## src/decoder_pkg.sv

```systemverilog
// Constants, opcodes, register map and carrier types of the instruction decoder.
package decoder_pkg;

   // ----------------------------------------
   // Word layout
   // ----------------------------------------
   localparam int WORD_W = 14;
   localparam int FILE_W = 7;
   localparam int DATA_W = 8;
   localparam int PC_W = 11;
   localparam int CLS_LSB = 12;
   localparam int OP_LSB = 8;
   localparam int DEST_BIT = 7;
   localparam int BIT_IDX_LSB = 7;
   localparam int CALL_SEL_BIT = 11;
   localparam int NIB_W = 4;

   // ----------------------------------------
   // Instruction classes and opcodes
   // ----------------------------------------
   localparam logic [1:0] CLS_BYTE = 2'h0;
   localparam logic [1:0] CLS_BIT = 2'h1;
   localparam logic [1:0] CLS_JUMP = 2'h2;
   localparam logic [1:0] CLS_LIT = 2'h3;
   localparam logic [3:0] OP_MISC = 4'h0;
   localparam logic [3:0] OP_CLR = 4'h1;
   localparam logic [3:0] OP_SUB = 4'h2;
   localparam logic [3:0] OP_DEC = 4'h3;
   localparam logic [3:0] OP_IOR = 4'h4;
   localparam logic [3:0] OP_AND = 4'h5;
   localparam logic [3:0] OP_XOR = 4'h6;
   localparam logic [3:0] OP_ADD = 4'h7;
   localparam logic [3:0] OP_MOV = 4'h8;
   localparam logic [3:0] OP_COM = 4'h9;
   localparam logic [3:0] OP_INC = 4'ha;
   localparam logic [3:0] OP_DECSZ = 4'hb;
   localparam logic [3:0] OP_RR = 4'hc;
   localparam logic [3:0] OP_RL = 4'hd;
   localparam logic [3:0] OP_SWAP = 4'he;
   localparam logic [3:0] OP_INCSZ = 4'hf;
   localparam logic [1:0] BOP_CLR = 2'h0;
   localparam logic [1:0] BOP_SET = 2'h1;
   localparam logic [1:0] BOP_TSTC = 2'h2;
   localparam logic [1:0] BOP_TSTS = 2'h3;
   localparam logic [1:0] LOP_LOAD = 2'h0;
   localparam logic [1:0] LOP_RET = 2'h1;
   localparam logic [2:0] LOP_SUB = 3'h6;
   localparam logic [2:0] LOP_ADD = 3'h7;
   localparam logic [3:0] LOP_OR = 4'h8;
   localparam logic [3:0] LOP_AND = 4'h9;
   localparam logic [3:0] LOP_XOR = 4'ha;
   localparam logic [7:0] CTL_RETURN = 8'h08;
   localparam logic [7:0] CTL_INTERRUPT_RETURN_OP = 8'h09;
   localparam logic [7:0] CTL_SLEEP = 8'h63;
   localparam logic [7:0] CTL_WATCHDOG_CLEAR_OP = 8'h64;

   // ----------------------------------------
   // Timing
   // ----------------------------------------
   localparam int OSC_PER_CYCLE = 4;
   localparam logic [1:0] Q_LAST = 2'(OSC_PER_CYCLE - 1);

   // ----------------------------------------
   // Register map
   // ----------------------------------------
   localparam logic [7:0] REG_INSTR = 8'h00;
   localparam logic [7:0] REG_ACC = 8'h04;
   localparam logic [7:0] REG_STATUS = 8'h08;
   localparam logic [7:0] REG_PC = 8'h0c;
   localparam logic [7:0] REG_FADDR = 8'h10;
   localparam logic [7:0] REG_FDATA = 8'h14;
   localparam logic [7:0] REG_CTRL = 8'h18;
   localparam int CTRL_PRESC_BIT = 0;
   localparam int CTRL_BUSY_BIT = 1;
   localparam int CTRL_SKIP_BIT = 2;

   typedef struct packed {
      logic watchdog_expired_flag;
      logic sleep_entered_flag;
      logic zero_flag;
      logic nibble_carry_flag;
      logic carry_flag;
   } status_type;

   localparam status_type STATUS_RESET = 5'h00;

   typedef enum logic [1:0] {ST_IDLE, ST_EXEC, ST_NOP} exec_state_type;

endpackage

```

## src/instr_decoder.sv

```systemverilog
// Fourteen-bit instruction decoder and executor with an APB register port.
//
// The register addresses and the APB slave port were chosen for this implementation.
`timescale 1ns/1ps
// How it works
// RL1: File operand comes from the low seven word bits, addresses 0x00 to 0x7F.
// RL2: Byte operations write the accumulator when d is zero, the file when one.
// RL3: One 8-bit accumulator is the second operand of file and literal operations.
// RL4: Byte add, subtract, OR, AND decoded; add and subtract set C, DC, Z.
// RL5: XOR, complement, decrement, increment, move, swap and clear decoded as listed.
// RL6: Rotates go through carry, left 1101, right 1100, changing carry only.
// RL7: Decrement or increment then skip when the result is zero; no flags change.
// RL8: Bit words clear or set the indexed bit, flags untouched.
// RL9: Bit tests skip when the bit is clear or set respectively.
// RL10: Literal add and literal-minus-accumulator update carry, nibble carry and zero.
// RL11: Literal AND, OR and XOR with the accumulator update zero only.
// RL12: Literal load leaves flags; literal return loads and returns in two cycles.
// RL13: Call when bit 11 is zero, jump when one, both two cycles.
// RL14: Fixed words return from subroutine and from interrupt, two cycles each.
// RL15: Standby and watchdog clear words update timeout and power-down bits.
// RL16: Don't-care positions never change which operation is decoded.
// RL17: Port register self-modification reads the synchronised pin levels.
// RL18: Writing the timer count clears the prescaler when it is assigned there.
// RL19: One cycle normally; skips and program counter changes add a no-op cycle.
// RL20: Each instruction cycle spans four clock periods.
// RL21: The named file register is always read before it is written back.
// RL22: Zero flag is set when the affected 8-bit result is zero.
module instr_decoder
   import decoder_pkg::*;
#(
   parameter logic [FILE_W-1:0] TIMER_FILE = 7'h01,
   parameter logic [FILE_W-1:0] PORT_FILE = 7'h05,
   parameter int STACK_DEPTH = 8
) (
   input wire logic pclk,
   input wire logic presetn,
   input wire logic psel,
   input wire logic penable,
   input wire logic pwrite,
   input wire logic [7:0] paddr,
   input wire logic [31:0] pwdata,
   output logic [31:0] prdata,
   output logic pready,
   output logic pslverr,
   input wire logic [DATA_W-1:0] port_pins,
   output logic prescaler_clear,
   output logic watchdog_clear,
   output logic sleep_request,
   output logic busy
);

   localparam int SP_W = $clog2(STACK_DEPTH);

   // ----------------------------------------
   // State
   // ----------------------------------------
   logic [DATA_W-1:0] file_mem [2**FILE_W];
   logic [PC_W-1:0] stack_mem [STACK_DEPTH];
   logic [SP_W-1:0] sp_r;
   logic [WORD_W-1:0] ir_r;
   logic [DATA_W-1:0] acc_r;
   status_type status_r;
   logic [PC_W-1:0] pc_r;
   logic [FILE_W-1:0] faddr_r;
   logic presc_assigned_r;
   logic skip_r;
   logic [1:0] q_r;
   exec_state_type state_r;
   exec_state_type state_nxt;
   logic [31:0] prdata_r;
   logic pready_r;
   logic pslverr_r;
   logic presc_clr_r;
   logic wdt_clr_r;
   logic sleep_r;
   logic busy_r;
   logic [DATA_W-1:0] pins_meta_r;
   logic [DATA_W-1:0] pins_sync_r;

   // ----------------------------------------
   // Bus decode
   // ----------------------------------------
   wire access = psel & penable & ~pready_r & ~busy_r;
   wire take = psel & penable & pready_r;
   wire wr_take = take & pwrite;
   wire hit = (paddr == REG_INSTR) | (paddr == REG_ACC) | (paddr == REG_STATUS) |
              (paddr == REG_PC) | (paddr == REG_FADDR) | (paddr == REG_FDATA) |
              (paddr == REG_CTRL);
   wire wr_instr = wr_take & (paddr == REG_INSTR);
   wire wr_acc_bus = wr_take & (paddr == REG_ACC);
   wire wr_stat_bus = wr_take & (paddr == REG_STATUS);
   wire wr_pc_bus = wr_take & (paddr == REG_PC);
   wire wr_faddr_bus = wr_take & (paddr == REG_FADDR);
   wire wr_fdata_bus = wr_take & (paddr == REG_FDATA);
   wire wr_ctrl_bus = wr_take & (paddr == REG_CTRL);

   logic [31:0] rd_mux;
   always_comb begin
      rd_mux = '0;
      case (paddr)
         REG_INSTR: rd_mux = 32'(ir_r);
         REG_ACC: rd_mux = 32'(acc_r);
         REG_STATUS: rd_mux = 32'(status_r);
         REG_PC: rd_mux = 32'(pc_r);
         REG_FADDR: rd_mux = 32'(faddr_r);
         REG_FDATA: rd_mux = 32'(file_mem[faddr_r]);
         REG_CTRL: begin
            rd_mux[CTRL_PRESC_BIT] = presc_assigned_r;
            rd_mux[CTRL_BUSY_BIT] = busy_r;
            rd_mux[CTRL_SKIP_BIT] = skip_r;
         end
         default: rd_mux = '0;
      endcase
   end

   // ----------------------------------------
   // Operand fields
   // ----------------------------------------
   wire [1:0] cls = ir_r[CLS_LSB +: 2];
   wire [3:0] op = ir_r[OP_LSB +: 4];
   wire [FILE_W-1:0] f_addr = ir_r[FILE_W-1:0]; // RL1
   wire dest_f = ir_r[DEST_BIT];
   wire [2:0] bit_idx = ir_r[BIT_IDX_LSB +: 3];
   wire [DATA_W-1:0] lit = ir_r[DATA_W-1:0];
   wire [PC_W-1:0] target = ir_r[PC_W-1:0];
   // A port read returns the pin levels, not the latch, so a read-back keeps what the pins show.
   wire [DATA_W-1:0] f_val = (f_addr == PORT_FILE) ? pins_sync_r : file_mem[f_addr]; // RL17 RL21
   wire [DATA_W-1:0] bit_mask = DATA_W'(1) << bit_idx;
   wire bit_val = |(f_val & bit_mask);

   // Shared adder: literal class uses k, byte class uses the file value.
   wire is_sub = (cls == CLS_LIT) ? (ir_r[OP_LSB+1 +: 3] == LOP_SUB) : (op == OP_SUB);
   wire [DATA_W-1:0] opa = (cls == CLS_LIT) ? lit : f_val;
   wire [DATA_W-1:0] opb = is_sub ? ~acc_r : acc_r; // RL3
   wire [DATA_W:0] sum = {1'b0, opa} + {1'b0, opb} + (DATA_W+1)'(is_sub);
   wire [NIB_W:0] nib = {1'b0, opa[NIB_W-1:0]} + {1'b0, opb[NIB_W-1:0]} +
                        (NIB_W+1)'(is_sub);

   // ----------------------------------------
   // Execute
   // ----------------------------------------
   logic [DATA_W-1:0] res;
   logic to_acc;
   logic to_file;
   logic upd_c;
   logic upd_dc;
   logic upd_z;
   logic c_new;
   logic skip;
   logic jump;
   logic push;
   logic pop;
   logic do_sleep;
   logic do_wdt;

   always_comb begin
      res = '0;
      to_acc = 1'b0;
      to_file = 1'b0;
      upd_c = 1'b0;
      upd_dc = 1'b0;
      upd_z = 1'b0;
      c_new = sum[DATA_W];
      skip = 1'b0;
      jump = 1'b0;
      push = 1'b0;
      pop = 1'b0;
      do_sleep = 1'b0;
      do_wdt = 1'b0;
      case (cls)
         CLS_BYTE: begin
            to_acc = ~dest_f; // RL2
            to_file = dest_f; // RL2
            case (op)
               OP_ADD, OP_SUB: begin
                  res = sum[DATA_W-1:0]; // RL4
                  upd_c = 1'b1;
                  upd_dc = 1'b1;
                  upd_z = 1'b1;
               end
               OP_IOR: begin
                  res = f_val | acc_r; // RL4
                  upd_z = 1'b1;
               end
               OP_AND: begin
                  res = f_val & acc_r; // RL4
                  upd_z = 1'b1;
               end
               OP_XOR: begin
                  res = f_val ^ acc_r; // RL5
                  upd_z = 1'b1;
               end
               OP_COM: begin
                  res = ~f_val; // RL5
                  upd_z = 1'b1;
               end
               OP_DEC, OP_DECSZ: begin
                  res = f_val - DATA_W'(1); // RL5
                  upd_z = (op == OP_DEC);
                  skip = (op == OP_DECSZ) & (res == '0); // RL7
               end
               OP_INC, OP_INCSZ: begin
                  res = f_val + DATA_W'(1); // RL5
                  upd_z = (op == OP_INC);
                  skip = (op == OP_INCSZ) & (res == '0); // RL7
               end
               OP_MOV: begin
                  res = f_val; // RL5
                  upd_z = 1'b1;
               end
               OP_SWAP: begin
                  res = {f_val[NIB_W-1:0], f_val[DATA_W-1:NIB_W]}; // RL5
               end
               OP_CLR: begin
                  res = '0; // RL5
                  upd_z = 1'b1;
               end
               OP_RL: begin
                  res = {f_val[DATA_W-2:0], status_r.carry_flag}; // RL6
                  c_new = f_val[DATA_W-1];
                  upd_c = 1'b1;
               end
               OP_RR: begin
                  res = {status_r.carry_flag, f_val[DATA_W-1:1]}; // RL6
                  c_new = f_val[0];
                  upd_c = 1'b1;
               end
               OP_MISC: begin
                  res = acc_r;
                  to_acc = 1'b0;
                  // Only the listed low bytes act; other patterns with bit 7 clear are no-ops, bit 7 set stores the accumulator.
                  case (ir_r[DATA_W-1:0]) // RL16
                     CTL_RETURN, CTL_INTERRUPT_RETURN_OP: pop = 1'b1; // RL14
                     CTL_SLEEP: do_sleep = 1'b1; // RL15
                     CTL_WATCHDOG_CLEAR_OP: do_wdt = 1'b1; // RL15
                     default: ;
                  endcase
               end
               default: ;
            endcase
         end
         CLS_BIT: begin
            case (ir_r[OP_LSB+2 +: 2])
               BOP_CLR: begin
                  res = f_val & ~bit_mask; // RL8
                  to_file = 1'b1;
               end
               BOP_SET: begin
                  res = f_val | bit_mask; // RL8
                  to_file = 1'b1;
               end
               BOP_TSTC: skip = ~bit_val; // RL9
               BOP_TSTS: skip = bit_val; // RL9
               default: ;
            endcase
         end
         CLS_JUMP: begin
            jump = 1'b1; // RL13
            push = ~ir_r[CALL_SEL_BIT]; // RL13
         end
         default: begin
            to_acc = 1'b1;
            res = lit;
            if (ir_r[OP_LSB+1 +: 3] == LOP_ADD || ir_r[OP_LSB+1 +: 3] == LOP_SUB) begin
               res = sum[DATA_W-1:0]; // RL10
               upd_c = 1'b1;
               upd_dc = 1'b1;
               upd_z = 1'b1;
            end else if (op == LOP_OR) begin
               res = lit | acc_r; // RL11
               upd_z = 1'b1;
            end else if (op == LOP_AND) begin
               res = lit & acc_r; // RL11
               upd_z = 1'b1;
            end else if (op == LOP_XOR) begin
               res = lit ^ acc_r; // RL11
               upd_z = 1'b1;
            end else if (ir_r[OP_LSB+2 +: 2] == LOP_RET) begin
               pop = 1'b1; // RL12
            end else if (ir_r[OP_LSB+2 +: 2] == LOP_LOAD) begin
               res = lit; // RL12
            end else begin
               to_acc = 1'b0;
            end
         end
      endcase
      // Store-accumulator shares the misc opcode; bit 7 picks it.
      if (cls == CLS_BYTE && op == OP_MISC) begin
         to_file = dest_f;
      end
   end

   wire two_cycle = skip | jump | pop; // RL19
   wire commit = (state_r == ST_EXEC) & (q_r == Q_LAST); // RL20
   wire [SP_W-1:0] sp_dec = sp_r - SP_W'(1);
   wire [PC_W-1:0] pc_inc = pc_r + PC_W'(1);
   wire [PC_W-1:0] pc_next = pop ? stack_mem[sp_dec] :
                             jump ? target :
                             skip ? pc_r + PC_W'(2) : pc_inc; // RL19

   always_comb begin
      state_nxt = state_r;
      case (state_r)
         ST_IDLE: if (wr_instr) state_nxt = ST_EXEC;
         ST_EXEC: if (q_r == Q_LAST) state_nxt = two_cycle ? ST_NOP : ST_IDLE; // RL19
         ST_NOP: if (q_r == Q_LAST) state_nxt = ST_IDLE;
         default: state_nxt = ST_IDLE;
      endcase
   end

   // ----------------------------------------
   // Registers
   // ----------------------------------------
   always_ff @(posedge pclk or negedge presetn) begin
      if (!presetn) begin
         pins_meta_r <= '0;
         pins_sync_r <= '0;
      end else begin
         pins_meta_r <= port_pins;
         pins_sync_r <= pins_meta_r;
      end
   end

   always_ff @(posedge pclk or negedge presetn) begin
      if (!presetn) begin
         pready_r <= 1'b0;
         pslverr_r <= 1'b0;
         prdata_r <= '0;
      end else begin
         pready_r <= access;
         pslverr_r <= access & ~hit;
         if (access) prdata_r <= rd_mux;
      end
   end

   always_ff @(posedge pclk or negedge presetn) begin
      if (!presetn) begin
         state_r <= ST_IDLE;
         q_r <= '0;
         busy_r <= 1'b0;
      end else begin
         state_r <= state_nxt;
         q_r <= (state_r == ST_IDLE) ? '0 : q_r + 2'(1); // RL20
         busy_r <= (state_nxt != ST_IDLE);
      end
   end

   always_ff @(posedge pclk or negedge presetn) begin
      if (!presetn) begin
         ir_r <= '0;
         acc_r <= '0;
         status_r <= STATUS_RESET;
         pc_r <= '0;
         faddr_r <= '0;
         presc_assigned_r <= 1'b0;
         skip_r <= 1'b0;
         sp_r <= '0;
      end else if (commit) begin
         if (to_acc) acc_r <= res; // RL2
         if (upd_c) status_r.carry_flag <= c_new; // RL4
         if (upd_dc) status_r.nibble_carry_flag <= nib[NIB_W]; // RL4
         if (upd_z) status_r.zero_flag <= (res == '0); // RL22
         if (do_sleep) begin
            status_r.sleep_entered_flag <= 1'b1; // RL15
            status_r.watchdog_expired_flag <= 1'b0;
         end
         if (do_wdt) begin
            status_r.sleep_entered_flag <= 1'b0; // RL15
            status_r.watchdog_expired_flag <= 1'b0;
         end
         pc_r <= pc_next;
         skip_r <= skip;
         if (push) sp_r <= sp_r + SP_W'(1); // RL13
         if (pop) sp_r <= sp_dec; // RL14
      end else begin
         if (wr_instr) ir_r <= pwdata[WORD_W-1:0];
         if (wr_acc_bus) acc_r <= pwdata[DATA_W-1:0];
         if (wr_stat_bus) status_r <= pwdata[$bits(status_type)-1:0];
         if (wr_pc_bus) pc_r <= pwdata[PC_W-1:0];
         if (wr_faddr_bus) faddr_r <= pwdata[FILE_W-1:0];
         if (wr_ctrl_bus) presc_assigned_r <= pwdata[CTRL_PRESC_BIT];
      end
   end

   // The stack wraps silently when over-filled; software must respect its depth.
   always_ff @(posedge pclk) begin
      if (commit && push) stack_mem[sp_r] <= pc_inc;
      if (commit && to_file) file_mem[f_addr] <= res; // RL2 RL21
      else if (wr_fdata_bus) file_mem[faddr_r] <= pwdata[DATA_W-1:0];
   end

   always_ff @(posedge pclk or negedge presetn) begin
      if (!presetn) begin
         presc_clr_r <= 1'b0;
         wdt_clr_r <= 1'b0;
         sleep_r <= 1'b0;
      end else begin
         presc_clr_r <= commit & to_file & (f_addr == TIMER_FILE) & presc_assigned_r; // RL18
         wdt_clr_r <= commit & do_wdt; // RL15
         sleep_r <= commit & do_sleep; // RL15
      end
   end

   assign prdata = prdata_r;
   assign pready = pready_r;
   assign pslverr = pslverr_r;
   assign prescaler_clear = presc_clr_r;
   assign watchdog_clear = wdt_clr_r;
   assign sleep_request = sleep_r;
   assign busy = busy_r;

endmodule

```

## config.mk

```make
export PLATFORM = sky130hd
export DESIGN_NAME = instr_decoder
export DESIGN_NICKNAME = d
export VERILOG_FILES = /design/src/decoder_pkg.sv /design/src/instr_decoder.sv
export SDC_FILE = /design/constraint.sdc
export NUM_CORES = 2
export LEC_CHECK = 0
export BUFFER_PORTS_ARGS = -buffer_cell sky130_fd_sc_hd__clkbuf_2
export CAP_MARGIN = 0
export CORE_AREA = 2 2 469 471
export DETAILED_ROUTE_END_ITERATION = 8
export DIE_AREA = 0 0 471 473
export PLACE_DENSITY = 0.5
export SLEW_MARGIN = 20
export SYNTH_ARGS = -nofsm -noshare
export SYNTH_HDL_FRONTEND = slang
export SYNTH_SLANG_ARGS = --single-unit
```

## constraint.sdc

```tcl
create_clock -name pclk -period 13.8 [get_ports pclk]
set_clock_uncertainty 0.15 [all_clocks]
set_input_delay 2.07 -clock pclk [delete_from_list [all_inputs] [get_ports pclk]]
set_output_delay 2.07 -clock pclk [all_outputs]
set_load 0.01 [all_outputs]
```

# Yosys cells after proc, flatten, opt, wreduce, memory -nomap -nowiden
# Memories as Yosys holds them, arrays and structs flattened.
# Cells that the tools add are included.
[word_totals]
register_bits = 108
ramBits = 1112
inputBits = 53
wordCells = 253
mem_count = 2
[memory_table]
columns = ["memory", "words", "width", "rd", "rd_clocked_by_memory_dff", "wr", "line", "text"]
rows = [
  ["file_mem", 128, 8, 2, 0, 1, "instr_decoder.sv:57", "logic [DATA_W-1:0] file_mem [2**FILE_W];"],
  ["stack_mem", 8, 11, 1, 0, 1, "instr_decoder.sv:58", "logic [PC_W-1:0] stack_mem [STACK_DEPTH];"],
]
[op_classes]
addsub = 11
eq_ne = 43
shifts = 1
n_mux = 89
bitwise_logic = 48
reduce_logical = 36
[ops]
columns = ["cell", "count"]
rows = [
  ["$pmux 8 s13", 1],
  ["$mux 8", 11],
  ["$pmux 11 s6", 1],
  ["$mux 11", 5],
  ["$mux 1", 44],
  ["$and 8x8->8", 4],
  ["$eq 4x4->1 const B", 8],
  ["$eq 8x4->1 const B", 4],
  ["$logic_not 8->1", 4],
  ["$eq 8x5->1 const B", 3],
  ["$not 8->8", 3],
  ["$or 8x8->8", 3],
  ["$pmux 8 s3", 1],
  ["$reduce_or 8->1", 3],
  ["$and 1x1->1", 21],
  ["$pmux 3 s7", 1],
  ["$pmux 1 s2", 10],
  ["$reduce_and 2->1", 9],
  ["$eq 4x3->1 const B", 4],
  ["$eq 8x7->1 const B", 2],
  ["$pmux 8 s2", 1],
  ["$xor 8x8->8", 2],
  ["$mux 2", 7],
  ["$eq 2x2->1 const B", 6],
  ["35 further kinds", 70],
]

# Depth between registers and ports, before layout
[logic_depth]
word_depth = 13
ltp_mapped = 26
mapped_depth_nobuf = 20

# Least setup slack after synthesis
# Ideal clock, no wire load.
[synth_path]
path_kind = "register -> register"
from = "reg ir_r[0]"
to = "mem file_mem[0][6], data pin"
setup_ns = 0.892
arrival_ns = 7.798
t_required_ns = 12.758
slack_ns = 4.959
path_stages_with_launch = 24
path_buffers = 5
cell_sequence = "dfrtp_1 > buf_6 > buf_12 > buf_12 > buf_12 > buf_6 > mux4_2 > mux2i_1 > nor2_1 > o311ai_1 > o21a_2 > inv_2 > a31oi_1 > inv_1 > fa_1 > a21o_1 > a21oi_1 > nand2b_1 > a21boi_0 > o21a_1 > nor2_1 > o21ai_0 > o221a_2 > a21oi_1"
[synth_via]
elab_chain_cells = 8
[synth_lines]
columns = ["item", "line", "text"]
rows = [
  ["start: declaration", "instr_decoder.sv:60", "logic [WORD_W-1:0] ir_r;"],
  ["start signal: assignment", "instr_decoder.sv:376", "if (wr_instr) ir_r <= pwdata[WORD_W-1:0];"],
  ["$mem_v2 128x8 or $eq 7x3->1 (tied branches)", "--", ""],
  ["$mux 8", "instr_decoder.sv:127", "wire [DATA_W-1:0] f_val = (f_addr == PORT_FILE) ? pins_sync_r : file_mem[f_addr];"],
  ["$mux 8", "instr_decoder.sv:133", "wire [DATA_W-1:0] opa = (cls == CLS_LIT) ? lit : f_val;"],
  ["$add 8x8->9", "instr_decoder.sv:135", "wire [DATA_W:0] sum = {1'b0, opa} + {1'b0, opb} + (DATA_W+1)'(is_sub);"],
  ["$add 9x1->9", "instr_decoder.sv:135", ""],
  ["$pmux 8 s13 or $mux 8 (tied branches)", "instr_decoder.sv:174, instr_decoder.sv:264", ""],
  ["$pmux 8 s3 *", "instr_decoder.sv:170", "case (cls)"],
  ["$mux 8 (no source line) *", "--", ""],
  ["end: declaration", "instr_decoder.sv:57", ""],
]
# Mark *: on every way between the ends. The rest lies on a longest branch, timed or not.

# Worst setup path after layout
[layout_path]
from = "reg ir_r[0]"
to = "mem file_mem[85][6], data pin"
# The elaborated chain is that of the path after synthesis.

==> summary.md <==
| Metric | Value |
|---|---|
| Status | completed |
| Peak per-stage delay on the critical path | a little over 0.9 ns |
| Hold path depth | 0 |
| Hold EP | pins_sync_r[0]$_DFF_PN0_ |
| Number of vias in the routed layout | 37,700 |
| First-pass GRT wire length | ~300 mm |
| CTS Root Cell | clkbuf_16 |
| Worst reg2reg endpoint | file_mem[85][6]$_DFFE_PP_ |
| Slowest stage cell, crit path | dfrtp_4 |
| Max rail drop VDD | roughly 0.12 mV |
| Final TNS setup | 0 ns |
| TritonRoute pass-1 iters | 6 |
| Max-slew violations | 0 |
| Seq/Total Area, Yosys | 58.9% |
| Avg Vias per Cell | approximately 5.6 |
| Crit Reg-Reg Startpoint | ir_r[0]$_DFFE_PN0P_ |
| Setup slack after layout | between 4 and 5 ns |
| DRT antenna net count | 0 |
| Initial antenna violation count | 11 |
| Top-area cell type share of the netlist area | about 55% |
| Finished Core Util | approximately 31% |
| HPWL after DPL | 141 mm |
| RSZ-0062 raised after global routing | no |
| R2R cell count | 22 |
| Routed WL | roughly 210 mm |
| Die ar. | 223,000 um^2 |
| CTS tree | done |
| Routability cong. | 0.919 |
| Post-route cell area | 68,300 um^2 |
| Hold path startpoint | pins_meta_r[0]$_DFF_PN0_ |
| Leak | 22.0 nW |
| Cell Area, Synth | 60,600 um^2 |
| Diode count | 0 |
| DP Area | around 64,000 um^2 |
| Final Setup Violations | 0 |
| PostCTS Resize Cnt | 0 |
| Post-synth EDFFs | 1,112 |
| Nets | around 3,800 |
| # IOs | a little over 90 |
| # port buffers | between 50 and 60 |
| Main flop type after synthesis | edfxtp_1 |
| CTS buffer count | 138 |
| Die width | about 470 um |
| Commonest cells after routing, fill and taps aside | edfxtp_1 (1,112), mux4_2 (523), nor2_1 (260) |
| Slew margin rel. | between 10% and 20% |
| Post-synth cell types | about 110 |
| FF-to-FF setup slack | approximately 4.2 ns |
| Syn Inst Count | about 3,700 |
| Num rows | 172 |
| Dpl ws | 4.42 ns |
| Worst skew pair latency | 0.81 ns |
| Worst EP required | around 14 ns |
| Layout cell share with drive strength beyond 1 | between 20 and 30% |
| Crit Path Category | flip-flop to flip-flop |
| Async set-reset flop share out of synthesis | approximately 7.5% |
| CP max FO | between 90 and 100 |
| Largest net degree at the start of global routing | between 100 and 150 |
| Starting Density | between 20 and 30% |
| Measured slew at the worst slew-check pin | 1.21 ns |
| Cell mode on critical path | buf_4 |
| WL/cell | 31.7 um |
| Hold_buf cts | 0 |
| Synth warnings | 0 |
| Max-Cap Viols | 0 |
| Type of origin of the critical path | flip-flop |
| Crit path DAT | 9.89 ns |
| Sink Count | 1,202 |
| H-tree lvl count | 4 |
| Avg Cell Area, Syn | about 16 um^2 |
| Cells along the critical path | buf_12 -> nor2b_2 -> buf_4 -> nand2_1 -> a311oi_1 -> a32oi_1 -> a41oi_1 -> o21a_2 -> inv_2 -> a31oi_1 -> inv_1 -> fa_1 -> a21o_1 -> a21oi_1 -> nand2b_1 -> a21boi_0 -> o21a_1 -> nor2_1 -> o21ai_0 -> o221a_2 -> a21oi_4 -> buf_4 |
| Area Overhead vs Synth | 12.8% |
| Vias in the first global route | between 30,000 and 40,000 |
| Final Hold Fails | 0 |
| Critical Path Start | ir_r[0]$_DFFE_PN0P_ |
| DRT iter0 DRCs | 4,885 |
| Synth area leader | edfxtp_1 |
| Critical Path Sink Type | flip-flop |
| Flop and latch count out of synthesis | 1,202 |
| GRT Util Overall | 18.8% |
| Remaining DRCs | 0 |
| Die height | between 400 and 500 um |
| Total core area | around 220,000 um^2 |
| Remaining global-route overflow | 0 |
| Top post-synthesis cells by area | edfxtp_1 (55%), mux4_2 (19%), dfrtp_1 (3.7%) |
| Clk pin slew, worst setup/hold paths | 0.06 ns |
| Worst hold path type | flip-flop to flip-flop |
| Final period utilization | 69.7% |
| Min Tclk post-route | around 9.6 ns |
| Largest buffer count on any clock path | 3 |
| Most common cell after layout, fill and taps aside | edfxtp_1 |
| Fmax | roughly 100 MHz |
| Setup Buffers After CTS | 0 |
| PD cells | ~120 nW/um^2 |
## Yosys cell counts (9+ instances only)
| master | count |
|---|---|
| a2111oi_0 | 10 |
| a211oi_1 | 15 |
| a21oi_1 | 90 |
| a221oi_1 | 9 |
| a22oi_1 | 72 |
| a31oi_1 | 20 |
| and3_1 | 15 |
| buf_1 | 33 |
| buf_12 | 12 |
| buf_2 | 42 |
| buf_4 | 37 |
| buf_6 | 19 |
| clkbuf_1 | 144 |
| clkbuf_8 | 18 |
| dfrtp_1 | 90 |
| edfxtp_1 | 1112 |
| ha_1 | 48 |
| inv_1 | 32 |
| mux2_2 | 38 |
| mux2i_1 | 164 |
| mux4_1 | 26 |
| mux4_2 | 523 |
| nand2_1 | 223 |
| nand2b_1 | 21 |
| nand3_1 | 52 |
| nand3b_1 | 12 |
| nand4_1 | 28 |
| nor2_1 | 273 |
| nor2b_1 | 18 |
| nor3_1 | 64 |
| nor4_1 | 25 |
| o211ai_1 | 32 |
| o21a_1 | 11 |
| o21ai_0 | 95 |
| o22ai_1 | 33 |
| o31ai_1 | 20 |
| or3_1 | 10 |
| xnor2_1 | 25 |
## worst max path at each step
| stage | endpoint | slack, ns | cells past startpoint |
|---|---|---|---|
| 2_1_floorplan | file_mem[0][6]$_DFFE_PP_ | 4.96 | 23 |
| 3_3_place_gp | file_mem[97][6]$_DFFE_PP_ | 4.47 | 22 |
| 3_5_place_dp | file_mem[97][6]$_DFFE_PP_ | 4.42 | 22 |
| 4_1_cts | file_mem[85][6]$_DFFE_PP_ | 4.39 | 22 |
| 5_1_grt | file_mem[85][6]$_DFFE_PP_ | 3.87 | 22 |
| 6_report | file_mem[85][6]$_DFFE_PP_ | 4.18 | 22 |
## registers in the layout (all words and copies together), names as in the netlist, 5 cells and up
register     flops
file_mem      1024
pc_r            11
pins_sync_r      8
ir_r            14
stack_mem       88
faddr_r          7
prdata          14
acc_r            8
status_r         5
pins_meta_r      8
## through the flow
stage               hold WS, ns  instances  power (mW)
global route              0.216       6712        8.16
detailed placement        0.185       6461        4.35
floorplan                 0.181       3717        4.25
finish                    0.200       6712        7.95
CTS                       0.200       6710        8.01
global placement          0.185       6461        4.34
## logic make-up (layout without fill, tap and decap cells)
kind of cell	Yosys count	count (layout)	synth area share [%]
XOR/XNOR	30	30	0.434
buffers and inverters	350	474	3.46
AO/OA/AOI/OAI	512	512	5.89
flip-flops	1202	1202	58.9
other	1	18	0.00619
AND/OR/NAND/NOR	803	803	6.28
adder cells (fa/ha/maj)	49	49	1.02
multiplexers	753	753	24.1
## report_power, final
group          leakage, nW  internal [mW]  switching [mW]  total [mW]
logic                 8.80         0.0526           0.186       0.239
clock network         2.17           2.12            1.56        3.68
registers             11.1           4.03         0.00709        4.04
total                 22.0           6.20            1.75        7.95
## metal layers
metal	vias to the layer above	global-route usage, %	part of all wire (%)
li1	15300	-	-
met1	20100	25.8	42
met2	1947	29.2	46
met3	365	3.99	8.3
met4	8	7.15	4.1
met5	-	0	0.035
## cell type report
type | instances | area (um^2)
fillers | 21400 | 150000
flip-flops and latches | 1202 | 35700
multi-input cells | 2165 | 23100
clock buffers | 175 | 3710
well taps | 2871 | 3590
repair buffers | 187 | 1360
clock inverters | 74 | 776
inverters | 38 | 143
## critical path: cells and delay by family, from the launching register on
kind | cells | cell delay, ns
simple gates | 4 | 0.66
fa+ha+maj | 1 | 0.47
flops | 1 | 0.93
compound gates | 12 | 4.32
buf+inv | 5 | 2.26
Note: power is estimated with default switching activity, not from simulation.
